<file path="config.mk">
export PLATFORM = sky130hd
export DESIGN_NAME = fdpc_config
export DESIGN_NICKNAME = d
export VERILOG_FILES = /design/src/core/fdpc_pkg.sv /design/src/core/fdpc_config.sv /design/src/core/fdpc_mod_tick.sv
export SDC_FILE = /design/constraint.sdc
export NUM_CORES = 1
export LEC_CHECK = 0
export ABC_AREA = 1
export BUFFER_PORTS_ARGS = -buffer_cell sky130_fd_sc_hd__buf_2
export CORE_MARGIN = 4
export CORE_UTILIZATION = 52
export CTS_BUF_LIST = sky130_fd_sc_hd__clkbuf_8 sky130_fd_sc_hd__clkbuf_16
export DETAILED_ROUTE_END_ITERATION = 7
export GPL_TIMING_DRIVEN = 0
export PLACE_DENSITY_LB_ADDON = 0.25
export SKIP_LAST_GASP = 1
export SLEW_MARGIN = 20
export SYNTH_ARGS = -nofsm -noshare
export SYNTH_HDL_FRONTEND = slang
export SYNTH_SLANG_ARGS = --single-unit
</file>
<file path="constraint.sdc">
create_clock -name ref_clk -period 2.1 [get_ports ref_clk]
set_clock_uncertainty 0.15 [all_clocks]
set_input_delay 0.105 -clock ref_clk [delete_from_list [all_inputs] [get_ports ref_clk]]
set_output_delay 0.105 -clock ref_clk [all_outputs]
set_load 0.01 [all_outputs]
</file>
<file path="src/core/fdpc_pkg.sv">
`default_nettype none
package fdpc_pkg;

    // ****************************************************************
    // Register map (word index, byte address is four times the index)
    // ****************************************************************
    localparam logic [7:0] PWR_CFG_IDX    = 8'h06;
    localparam logic [7:0] FILT_CFG_IDX   = 8'h07;
    localparam logic [7:0] STATUS_IDX     = 8'h20;
    localparam logic [7:0] PWR_CFG_RST    = 8'h00;
    localparam logic [7:0] FILT_CFG_RST   = 8'h00;

    // Field positions
    localparam int PWR_OFF_BIT   = 0;
    localparam int DELAY_MSB     = 7;
    localparam int DELAY_LSB     = 5;
    localparam int FILT_MSB      = 4;
    localparam int FILT_LSB      = 0;
    localparam int ST_WAIT_BIT   = 0;
    localparam int ST_RUN_BIT    = 1;
    localparam int ST_PWR_BIT    = 2;
    localparam int ST_CODE_LSB   = 3;

    // ****************************************************************
    // Timing
    // ****************************************************************
    localparam int REF_CLK_MHZ   = 100;
    localparam int MOD_DIV       = 2;
    localparam int DLY_W         = 11;

    // ****************************************************************
    // Types
    // ****************************************************************
    typedef enum logic [2:0] {
        FDPC_WIDEBAND    = 3'h0,
        FDPC_SINC4       = 3'h1,
        FDPC_SINC4_SINC1 = 3'h2,
        FDPC_SINC3       = 3'h3,
        FDPC_SINC3_SINC1 = 3'h4
    } fdpc_ftype_t;

    typedef struct packed {
        fdpc_ftype_t ftype;
        logic [15:0] osr;
        logic [9:0]  post_osr;
    } fdpc_filt_t;

    typedef enum logic [1:0] {
        FDPC_IDLE = 2'h0,
        FDPC_WAIT = 2'h1,
        FDPC_RUN  = 2'h2
    } fdpc_state_t;

endpackage : fdpc_pkg
`default_nettype wire

</file>
<file path="src/core/fdpc_config.sv">
// Operation
// - Power-off bit at 1 stops the converter, at 0 runs it; resets to 0.
// - While powered down the bus stays usable and all registers are kept.
// - Delay field, bits 7:5 of the filter register, sets the start wait.
// - The delay counts modulator clocks, which run at half the device clock.
// - Delay codes 0..7 give 0,4,8,16,32,128,512,1024 mod clocks; reset 0.
// - Filter field in bits 4:0 selects filter type and oversampling ratio.
// - Codes 00000..00111 give wideband at ratios 32 up to 4096, doubling.
// - Codes 01000..01100 give sinc4 at ratios 12, 16, 24, 32, 64.
// - Filter register at index 7 resets to zero: no delay, wideband 32.
// - Codes 01101..10010 give sinc4 at ratios 128 up to 4096, doubling.
// - 10011..11011 give sinc4 32, then sinc1 2,4,10,20,40,100,200,400,1000.
// - 11100..11111 give sinc3 26667, sinc3 32000, sinc3 32000 + sinc1 3 or 5.
//
// The Avalon-MM register port was chosen for this implementation.
`timescale 1ns/100ps
`default_nettype none
module fdpc_config (
    // Clock and reset
    input  wire logic                 ref_clk,
    input  wire logic                 resetn,
    // Avalon-MM slave, byte addresses
    input  wire logic [7:0]           avs_address,
    input  wire logic                 avs_read,
    input  wire logic                 avs_write,
    input  wire logic [31:0]          avs_writedata,
    input  wire logic [3:0]           avs_byteenable,
    output logic      [31:0]          avs_readdata,
    output logic                      avs_waitrequest,
    // Conversion start pin, asynchronous
    input  wire logic                 start_pin,
    // Converter control
    output logic                      converter_power_on,
    output logic                      start_delay_busy,
    output logic                      conversion_active,
    output fdpc_pkg::fdpc_filt_t      active_filter
);

    // ****************************************************************
    // Helper functions
    // ****************************************************************

    // Delay in modulator clocks for a delay code
    function automatic logic [10:0] delay_cycles(input logic [2:0] code);
        case (code)
            3'h0:    delay_cycles = 11'h000;
            3'h1:    delay_cycles = 11'h004;
            3'h2:    delay_cycles = 11'h008;
            3'h3:    delay_cycles = 11'h010;
            3'h4:    delay_cycles = 11'h020;
            3'h5:    delay_cycles = 11'h080;
            3'h6:    delay_cycles = 11'h200;
            default: delay_cycles = 11'h400;
        endcase
    endfunction : delay_cycles

    // Filter type and ratios for a filter code
    function automatic fdpc_pkg::fdpc_filt_t filt_decode(
        input logic [4:0] code);
        fdpc_pkg::fdpc_filt_t f;
        f.ftype    = fdpc_pkg::FDPC_SINC4_SINC1;
        f.osr      = 16'h0020;
        f.post_osr = 10'h000;
        case (code)
            // Low sinc4 ratios follow no power of two
            5'h08:   begin f.ftype = fdpc_pkg::FDPC_SINC4; f.osr = 16'h000c; end
            5'h09:   begin f.ftype = fdpc_pkg::FDPC_SINC4; f.osr = 16'h0010; end
            5'h0a:   begin f.ftype = fdpc_pkg::FDPC_SINC4; f.osr = 16'h0018; end
            5'h0b:   begin f.ftype = fdpc_pkg::FDPC_SINC4; f.osr = 16'h0020; end
            5'h0c:   begin f.ftype = fdpc_pkg::FDPC_SINC4; f.osr = 16'h0040; end
            5'h13:   f.post_osr = 10'h002;
            5'h14:   f.post_osr = 10'h004;
            5'h15:   f.post_osr = 10'h00a;
            5'h16:   f.post_osr = 10'h014;
            5'h17:   f.post_osr = 10'h028;
            5'h18:   f.post_osr = 10'h064;
            5'h19:   f.post_osr = 10'h0c8;
            5'h1a:   f.post_osr = 10'h190;
            5'h1b:   f.post_osr = 10'h3e8;
            5'h1c:   begin f.ftype = fdpc_pkg::FDPC_SINC3; f.osr = 16'h682b; end
            5'h1d:   begin f.ftype = fdpc_pkg::FDPC_SINC3; f.osr = 16'h7d00; end
            5'h1e:   begin
                f.ftype    = fdpc_pkg::FDPC_SINC3_SINC1;
                f.osr      = 16'h7d00;
                f.post_osr = 10'h003;
            end
            5'h1f:   begin
                f.ftype    = fdpc_pkg::FDPC_SINC3_SINC1;
                f.osr      = 16'h7d00;
                f.post_osr = 10'h005;
            end
            default: begin
                if (code < 5'h08) begin
                    f.ftype = fdpc_pkg::FDPC_WIDEBAND;
                    f.osr   = 16'h0020 << code[2:0];
                end else begin
                    f.ftype = fdpc_pkg::FDPC_SINC4;
                    f.osr   = 16'h0080 << 4'(code - 5'h0d);
                end
            end
        endcase
        return f;
    endfunction : filt_decode

    // Byte address of a register index
    function automatic logic [7:0] reg_addr(input logic [7:0] idx);
        return 8'(idx << 2);
    endfunction : reg_addr

    // ****************************************************************
    // Modulator clock enable
    // ****************************************************************
    logic mod_tick;

    fdpc_mod_tick #(
        .DIV (fdpc_pkg::MOD_DIV)
    ) u_mod_tick (
        .ref_clk (ref_clk),
        .resetn  (resetn),
        .tick    (mod_tick)
    );

    // ****************************************************************
    // Register bus
    // ****************************************************************
    logic        ack_reg;
    logic        ack_next;
    logic [31:0] rdata_reg;
    logic [31:0] rdata_next;
    logic [7:0]  pwr_cfg_reg;
    logic [7:0]  pwr_cfg_next;
    logic [7:0]  filt_cfg_reg;
    logic [7:0]  filt_cfg_next;
    logic [4:0]  lat_code_reg;
    fdpc_pkg::fdpc_state_t state_reg;
    logic        wr_take;
    logic        pwr_off;

    assign wr_take = ack_reg && avs_write && avs_byteenable[0];
    assign pwr_off = pwr_cfg_reg[fdpc_pkg::PWR_OFF_BIT];

    // One wait cycle, then the answer; writes land at the ack edge
    always_comb begin
        ack_next      = (avs_read || avs_write) && !ack_reg;
        rdata_next    = rdata_reg;
        pwr_cfg_next  = pwr_cfg_reg;
        filt_cfg_next = filt_cfg_reg;
        if (ack_next && avs_read) begin
            rdata_next = 32'h0000_0000; // Unmapped reads as zero
            case (avs_address)
                reg_addr(fdpc_pkg::PWR_CFG_IDX):
                    rdata_next[7:0] = pwr_cfg_reg;
                reg_addr(fdpc_pkg::FILT_CFG_IDX):
                    rdata_next[7:0] = filt_cfg_reg;
                reg_addr(fdpc_pkg::STATUS_IDX): begin
                    rdata_next[fdpc_pkg::ST_WAIT_BIT] =
                        (state_reg == fdpc_pkg::FDPC_WAIT);
                    rdata_next[fdpc_pkg::ST_RUN_BIT]  =
                        (state_reg == fdpc_pkg::FDPC_RUN);
                    rdata_next[fdpc_pkg::ST_PWR_BIT]  = pwr_off;
                    rdata_next[7:fdpc_pkg::ST_CODE_LSB] = lat_code_reg;
                end
                default: rdata_next = 32'h0000_0000;
            endcase
        end
        // Bus stays live regardless of power-off
        if (wr_take && avs_address == reg_addr(fdpc_pkg::PWR_CFG_IDX))
            pwr_cfg_next = {7'h00, avs_writedata[fdpc_pkg::PWR_OFF_BIT]};
        if (wr_take && avs_address == reg_addr(fdpc_pkg::FILT_CFG_IDX))
            filt_cfg_next = avs_writedata[7:0];
    end

    always_ff @(posedge ref_clk or negedge resetn) begin
        if (!resetn) begin
            ack_reg      <= 1'b0;
            rdata_reg    <= 32'h0000_0000;
            pwr_cfg_reg  <= fdpc_pkg::PWR_CFG_RST;
            filt_cfg_reg <= fdpc_pkg::FILT_CFG_RST;
        end else begin
            ack_reg      <= ack_next;
            rdata_reg    <= rdata_next;
            pwr_cfg_reg  <= pwr_cfg_next;
            filt_cfg_reg <= filt_cfg_next;
        end
    end

    assign avs_readdata    = rdata_reg;
    assign avs_waitrequest = !ack_reg;

    // ****************************************************************
    // Start pin synchroniser
    // ****************************************************************
    logic start_s1_reg;
    logic start_s2_reg;
    logic start_s3_reg;
    logic start_lvl_reg;
    logic start_lvl_next;
    logic start_rise;

    // Accept a new level only when the last two stages agree
    always_comb begin
        start_lvl_next = start_lvl_reg;
        if (start_s2_reg == start_s3_reg)
            start_lvl_next = start_s3_reg;
    end

    always_ff @(posedge ref_clk or negedge resetn) begin
        if (!resetn) begin
            start_s1_reg  <= 1'b0;
            start_s2_reg  <= 1'b0;
            start_s3_reg  <= 1'b0;
            start_lvl_reg <= 1'b0;
        end else begin
            start_s1_reg  <= start_pin;
            start_s2_reg  <= start_s1_reg;
            start_s3_reg  <= start_s2_reg;
            start_lvl_reg <= start_lvl_next;
        end
    end

    assign start_rise = start_lvl_next && !start_lvl_reg;

    // ****************************************************************
    // Start sequencer
    // ****************************************************************
    fdpc_pkg::fdpc_state_t state_next;
    logic [10:0]           dly_cnt_reg;
    logic [10:0]           dly_cnt_next;
    logic [4:0]            lat_code_next;
    fdpc_pkg::fdpc_filt_t  filt_reg;
    fdpc_pkg::fdpc_filt_t  filt_next;
    logic                  power_on_reg;
    logic [2:0]            dly_code;

    assign dly_code = filt_cfg_reg[fdpc_pkg::DELAY_MSB:fdpc_pkg::DELAY_LSB];

    // Settings are sampled only at a start, so edits cannot disturb
    // a conversion already under way
    always_comb begin
        state_next    = state_reg;
        dly_cnt_next  = dly_cnt_reg;
        lat_code_next = lat_code_reg;
        filt_next     = filt_reg;
        case (state_reg)
            fdpc_pkg::FDPC_IDLE: begin
                if (start_rise && !pwr_off) begin
                    lat_code_next = filt_cfg_reg[4:0];
                    filt_next     = filt_decode(filt_cfg_reg[4:0]);
                    dly_cnt_next  = delay_cycles(dly_code);
                    state_next    = (dly_code == 3'h0) ?
                                    fdpc_pkg::FDPC_RUN : fdpc_pkg::FDPC_WAIT;
                end
            end
            fdpc_pkg::FDPC_WAIT: begin
                if (dly_cnt_reg == 11'h000)
                    state_next = fdpc_pkg::FDPC_RUN;
                else if (mod_tick)
                    dly_cnt_next = dly_cnt_reg - 11'h001;
            end
            fdpc_pkg::FDPC_RUN: begin
                if (!start_lvl_reg)
                    state_next = fdpc_pkg::FDPC_IDLE;
            end
            default: state_next = fdpc_pkg::FDPC_IDLE;
        endcase
        // Power-off aborts any sequence; register bank untouched
        if (pwr_off)
            state_next = fdpc_pkg::FDPC_IDLE;
    end

    always_ff @(posedge ref_clk or negedge resetn) begin
        if (!resetn) begin
            state_reg    <= fdpc_pkg::FDPC_IDLE;
            dly_cnt_reg  <= 11'h000;
            lat_code_reg <= 5'h00;
            filt_reg     <= '{fdpc_pkg::FDPC_WIDEBAND, 16'h0020, 10'h000};
            power_on_reg <= 1'b1;
        end else begin
            state_reg    <= state_next;
            dly_cnt_reg  <= dly_cnt_next;
            lat_code_reg <= lat_code_next;
            filt_reg     <= filt_next;
            power_on_reg <= !pwr_cfg_next[fdpc_pkg::PWR_OFF_BIT];
        end
    end

    assign converter_power_on = power_on_reg;
    assign start_delay_busy   = (state_reg == fdpc_pkg::FDPC_WAIT);
    assign conversion_active  = (state_reg == fdpc_pkg::FDPC_RUN);
    assign active_filter      = filt_reg;

    // ****************************************************************
    // Assertions
    // ****************************************************************
    property p_pwr_stop;
        @(posedge ref_clk) disable iff (!resetn)
        pwr_off |=> (state_reg == fdpc_pkg::FDPC_IDLE)
            && (power_on_reg == !pwr_off);
    endproperty
    a_pwr_stop: assert property (p_pwr_stop)
        else $error("power-off did not stop the converter");

    property p_retain;
        @(posedge ref_clk) disable iff (!resetn)
        pwr_off && !wr_take |=> $stable(filt_cfg_reg);
    endproperty
    a_retain: assert property (p_retain)
        else $error("settings lost while powered down");

    property p_dly_load;
        @(posedge ref_clk) disable iff (!resetn)
        (state_reg == fdpc_pkg::FDPC_IDLE) && start_rise && !pwr_off
            && dly_code != 3'h0
        |=> (state_reg == fdpc_pkg::FDPC_WAIT)
            && dly_cnt_reg == delay_cycles($past(dly_code));
    endproperty
    a_dly_load: assert property (p_dly_load)
        else $error("start delay not loaded from delay field");

    property p_mod_count;
        @(posedge ref_clk) disable iff (!resetn)
        (state_reg == fdpc_pkg::FDPC_WAIT) && !mod_tick && !pwr_off
        |=> $stable(dly_cnt_reg);
    endproperty
    a_mod_count: assert property (p_mod_count)
        else $error("delay counted off modulator clock");

    property p_zero_dly;
        @(posedge ref_clk) disable iff (!resetn)
        (state_reg == fdpc_pkg::FDPC_IDLE) && start_rise && !pwr_off
            && dly_code == 3'h0
        |=> conversion_active;
    endproperty
    a_zero_dly: assert property (p_zero_dly)
        else $error("zero delay did not start at once");

    property p_decode;
        @(posedge ref_clk) disable iff (!resetn)
        $rose(state_reg != fdpc_pkg::FDPC_IDLE)
        |-> filt_reg == filt_decode(lat_code_reg);
    endproperty
    a_decode: assert property (p_decode)
        else $error("active filter does not match its code");

    property p_wr_cfg;
        @(posedge ref_clk) disable iff (!resetn)
        wr_take && avs_address == reg_addr(fdpc_pkg::FILT_CFG_IDX)
        |=> filt_cfg_reg == $past(avs_writedata[7:0]) && avs_waitrequest;
    endproperty
    a_wr_cfg: assert property (p_wr_cfg)
        else $error("filter register write misplaced");

    property p_hold;
        @(posedge ref_clk) disable iff (!resetn)
        (state_reg != fdpc_pkg::FDPC_IDLE)
        |=> (state_reg == fdpc_pkg::FDPC_IDLE)
            || ($stable(filt_reg) && $stable(lat_code_reg));
    endproperty
    a_hold: assert property (p_hold)
        else $error("settings changed during a conversion");

endmodule : fdpc_config
`default_nettype wire

</file>
<file path="src/core/fdpc_mod_tick.sv">
`timescale 1ns/100ps
`default_nettype none
module fdpc_mod_tick #(
    parameter int DIV = fdpc_pkg::MOD_DIV
) (
    // Clock and reset
    input  wire logic ref_clk,
    input  wire logic resetn,
    // Modulator clock enable
    output logic      tick
);
    localparam int CW = (DIV > 1) ? $clog2(DIV) : 1;

    logic [CW-1:0] cnt_reg;
    logic [CW-1:0] cnt_next;
    logic          tick_reg;
    logic          tick_next;

    // Wrap the divider; one pulse per modulator clock period
    always_comb begin
        tick_next = (cnt_reg == CW'(DIV - 1));
        cnt_next  = tick_next ? '0 : cnt_reg + CW'(1);
    end

    always_ff @(posedge ref_clk or negedge resetn) begin
        if (!resetn) begin
            cnt_reg  <= '0;
            tick_reg <= 1'b0;
        end else begin
            cnt_reg  <= cnt_next;
            tick_reg <= tick_next;
        end
    end

    assign tick = tick_reg;

endmodule : fdpc_mod_tick
`default_nettype wire

</file>
==> results.yml <==
sta:
  setup_tns_ns: 0
  hold_violations: 0
  relSlewSlack_pct: 50.0
  holdWs_ns: 0.0300
  setup_viol: 0
  slew_viol_final: 0
  fin_crit_ns: 1.92
  fin_ws_ns: 0.177
  rsz0062_at_grt: "no"
  tightest_slew_ns: 0.743
  fmaxAchievable_mhz: 520
  finalCritPeriodShare_pct: 91.6
setup_path:
  crit_chain: "inv_1 > nand2_1 > nor2_1 > nand2_1 > buf_2 > nor2_1 > a21oi_1"
  cp_max_fo: 10
  max_stage_delay_ns: 0.44
  crit_arrival_ns: 2.00
  critPathKind: "reg -> reg"
  path_delay_family: "simple AND/OR/NAND/NOR gates"
  start_kind: "flip-flop"
  crit_buf_inv: 2
  slowest_stage: "dfrtp_1"
  cp-end-kind: "flip-flop"
  cp.required_ns: 2.18
drt:
  wl_per_cell_um: 14.1
  drt_iter0_markers: 192
  post_drt_via_cell_ratio: 5.12
  wl_um: 10200
  drt_pass1_iterations: 4
  via_count: 3682
  ant_nets: 0
  drc: 0
clock_tree:
  insertion_delay_ns: 0.34
  cts_tree: "built"
  htreeDepth: 3
  clockBufferDepth: 2
  cts_sinks: 71
  cts_buffers: 9
  clkTransAtPathRegs_ns: 0.08
  cts_root_buf: "clkbuf_8"
  post_cts_buffers: 0
logic_synthesis:
  synth_edf_count: 0
  synth_cell_types: 39
  synth.avg_cell_area_sq_um: 7.78
  synth-seq-cells: 71
  ys.flop_type: "dfrtp_1"
  synth_area_sq_mm: 0.00394
  yosysSeqAreaShare_pct: 45.2
  yosysWarnings: 0
  synth_area_leader_cell: "dfrtp_1"
  synth_top_area_share_pct: 43.9
  synth_area_leaders: "dfrtp_1 (44%), nand2_1 (13%), nand3_1 (5.7%)"
  syn_inst: 506
  synthArstFlopShare_pct: 100
place:
  place_ws_ns: 0.167
  dp.cells: 691
  place_area_sq_mm: 0.00448
  portBuffers: 62
  place_hpwl_um: 7330
  place.gp.congestion: 0.904
die:
  io_pins: 114
  die_area_sq_mm: 0.00902
  die_height_um: 95.0
  die_w_um: 95.0
  coreArea_sq_mm: 0.00729
  initial_utilization_pct: 54.0
  fp-row-count: 31
grt:
  grt_util_met1_pct: 29.3
  grt_pass1_vias: 3557
  grt_overflow: 0
  gr-usage-met3_pct: 5.02
  grt_pass1_wl_um: 16500
  gr-usage-all-layers_pct: 23.5
  grt_max_degree: 44
  gr-max-usage-layer: "met2"
  antenna_found_initial: 0
  grtUsageMet2_pct: 40.6
final_layout:
  fill_cells: 674
  largest_register_ffs: 28
  antennaDiodeCount: 0
  drive_above_1_share_pct: 23.4
  num-nets-final: 667
  syn_to_final_growth_pct: 21.9
  final_util_pct: 65.8
  final_cell_count_no_fill: 719
  fin_area_sq_mm: 0.00480
status:
  status: "finished, final reports clean"
pwr:
  power_mw: 4.12
  p_leak_nw: 2.58
  p_per_area_mw_per_mm2: 859
  peakVddDrop_uv: 480
job:
  max_cap_violations: 0
min_path:
  hold_class: "in -> reg"
final timing paths:
| kind | startpoint | to | slack, ns | depth (start not counted) |
|---|---|---|---|---|
| min in group asynchronous | resetn | dly_cnt_reg[6] | 0.06 | 2 |
| max reg2reg | pwr_cfg_reg[0] | active_filter[21] | 0.18 | 7 |
| min | avs_address[6] | avs_readdata[2] | 0.03 | 6 |
| min reg2reg | start_s1_reg | start_s2_reg | 0.22 | 0 |
| max in group asynchronous | resetn | converter_power_on | 1.13 | 3 |
| max | pwr_cfg_reg[0] | active_filter[21] | 0.18 | 7 |
final cells by class:
type | count | area (sq um) | share of cell area [%]
Timing Repair Buffer | 75 | 453 | 9.44
Clock inverter | 6 | 60.1 | 1.25
Inverter | 40 | 153 | 3.18
Clock buffer | 10 | 138 | 2.87
Buffer | 42 | 318 | 6.63
Tap cell | 99 | 124 | 2.58
Sequential cell | 71 | 1780 | 37.1
Multi-Input combinational cell | 376 | 1770 | 36.9
tightest hold or removal path, delay by kind of cell:
family,cells,cell delay [ns]
AND/OR/NAND/NOR,5,0.28
buffers and inverters,1,0.10
layer usage:
metal | up-vias | routed length (um)
met5 | - | 0
met4 | 0 | 153
met3 | 14 | 637
met2 | 131 | 5040
met1 | 1723 | 4330
li1 | 1814 | -
timing repair:
action,in CTS,in global routing
hold endpoints to repair,82,0
hold buffers,12,0
endpoints found under the setup margin,0,4
resized for setup,0,1
synthesized netlist by cell type (3+ instances only):
master,n
buf_4,25
nor2_2,5
o21ai_0,33
nor3_1,11
inv_2,5
nand4_1,7
nand3_2,3
a21oi_1,20
nand2_2,3
nand2_1,141
nor2_1,51
dfrtp_1,69
clkbuf_1,3
o31ai_1,4
buf_2,5
o21ai_1,7
nand3_1,45
ha_1,3
buf_6,8
inv_1,34
where the power goes:
part / switching (mW) / internal [mW] / total (mW)
sequential: 0.145 / 1.59 / 1.74
clock: 0.518 / 0.574 / 1.09
combinational: 0.816 / 0.471 / 1.29
kinds of logic (layout without fill, tap and decap cells):
logic type      count (synthesis)  count (layout)  share of synthesized area, %
fa+ha+maj                       3               3                         0.954
xor+xnor                        2               2                         0.445
simple gates                  274             274                          31.1
compound gates                 73              73                          10.2
flops                          71              71                          45.2
other cells                     1              24                        0.0953
buf+inv                        82             173                          12.0
layout by cell type (no fill, tap or decap), drive strengths merged, types with 12 or more instances in the layout:
cell type and n:
conb 24, buf 102, nand3 48, dfrtp 69, a21oi 20, o21ai 41, nor3 12, nor2 57
dlygate4sd3 12, inv 40, clkbuf 13, nand2 146
Power figures use the tool's default switching activity.
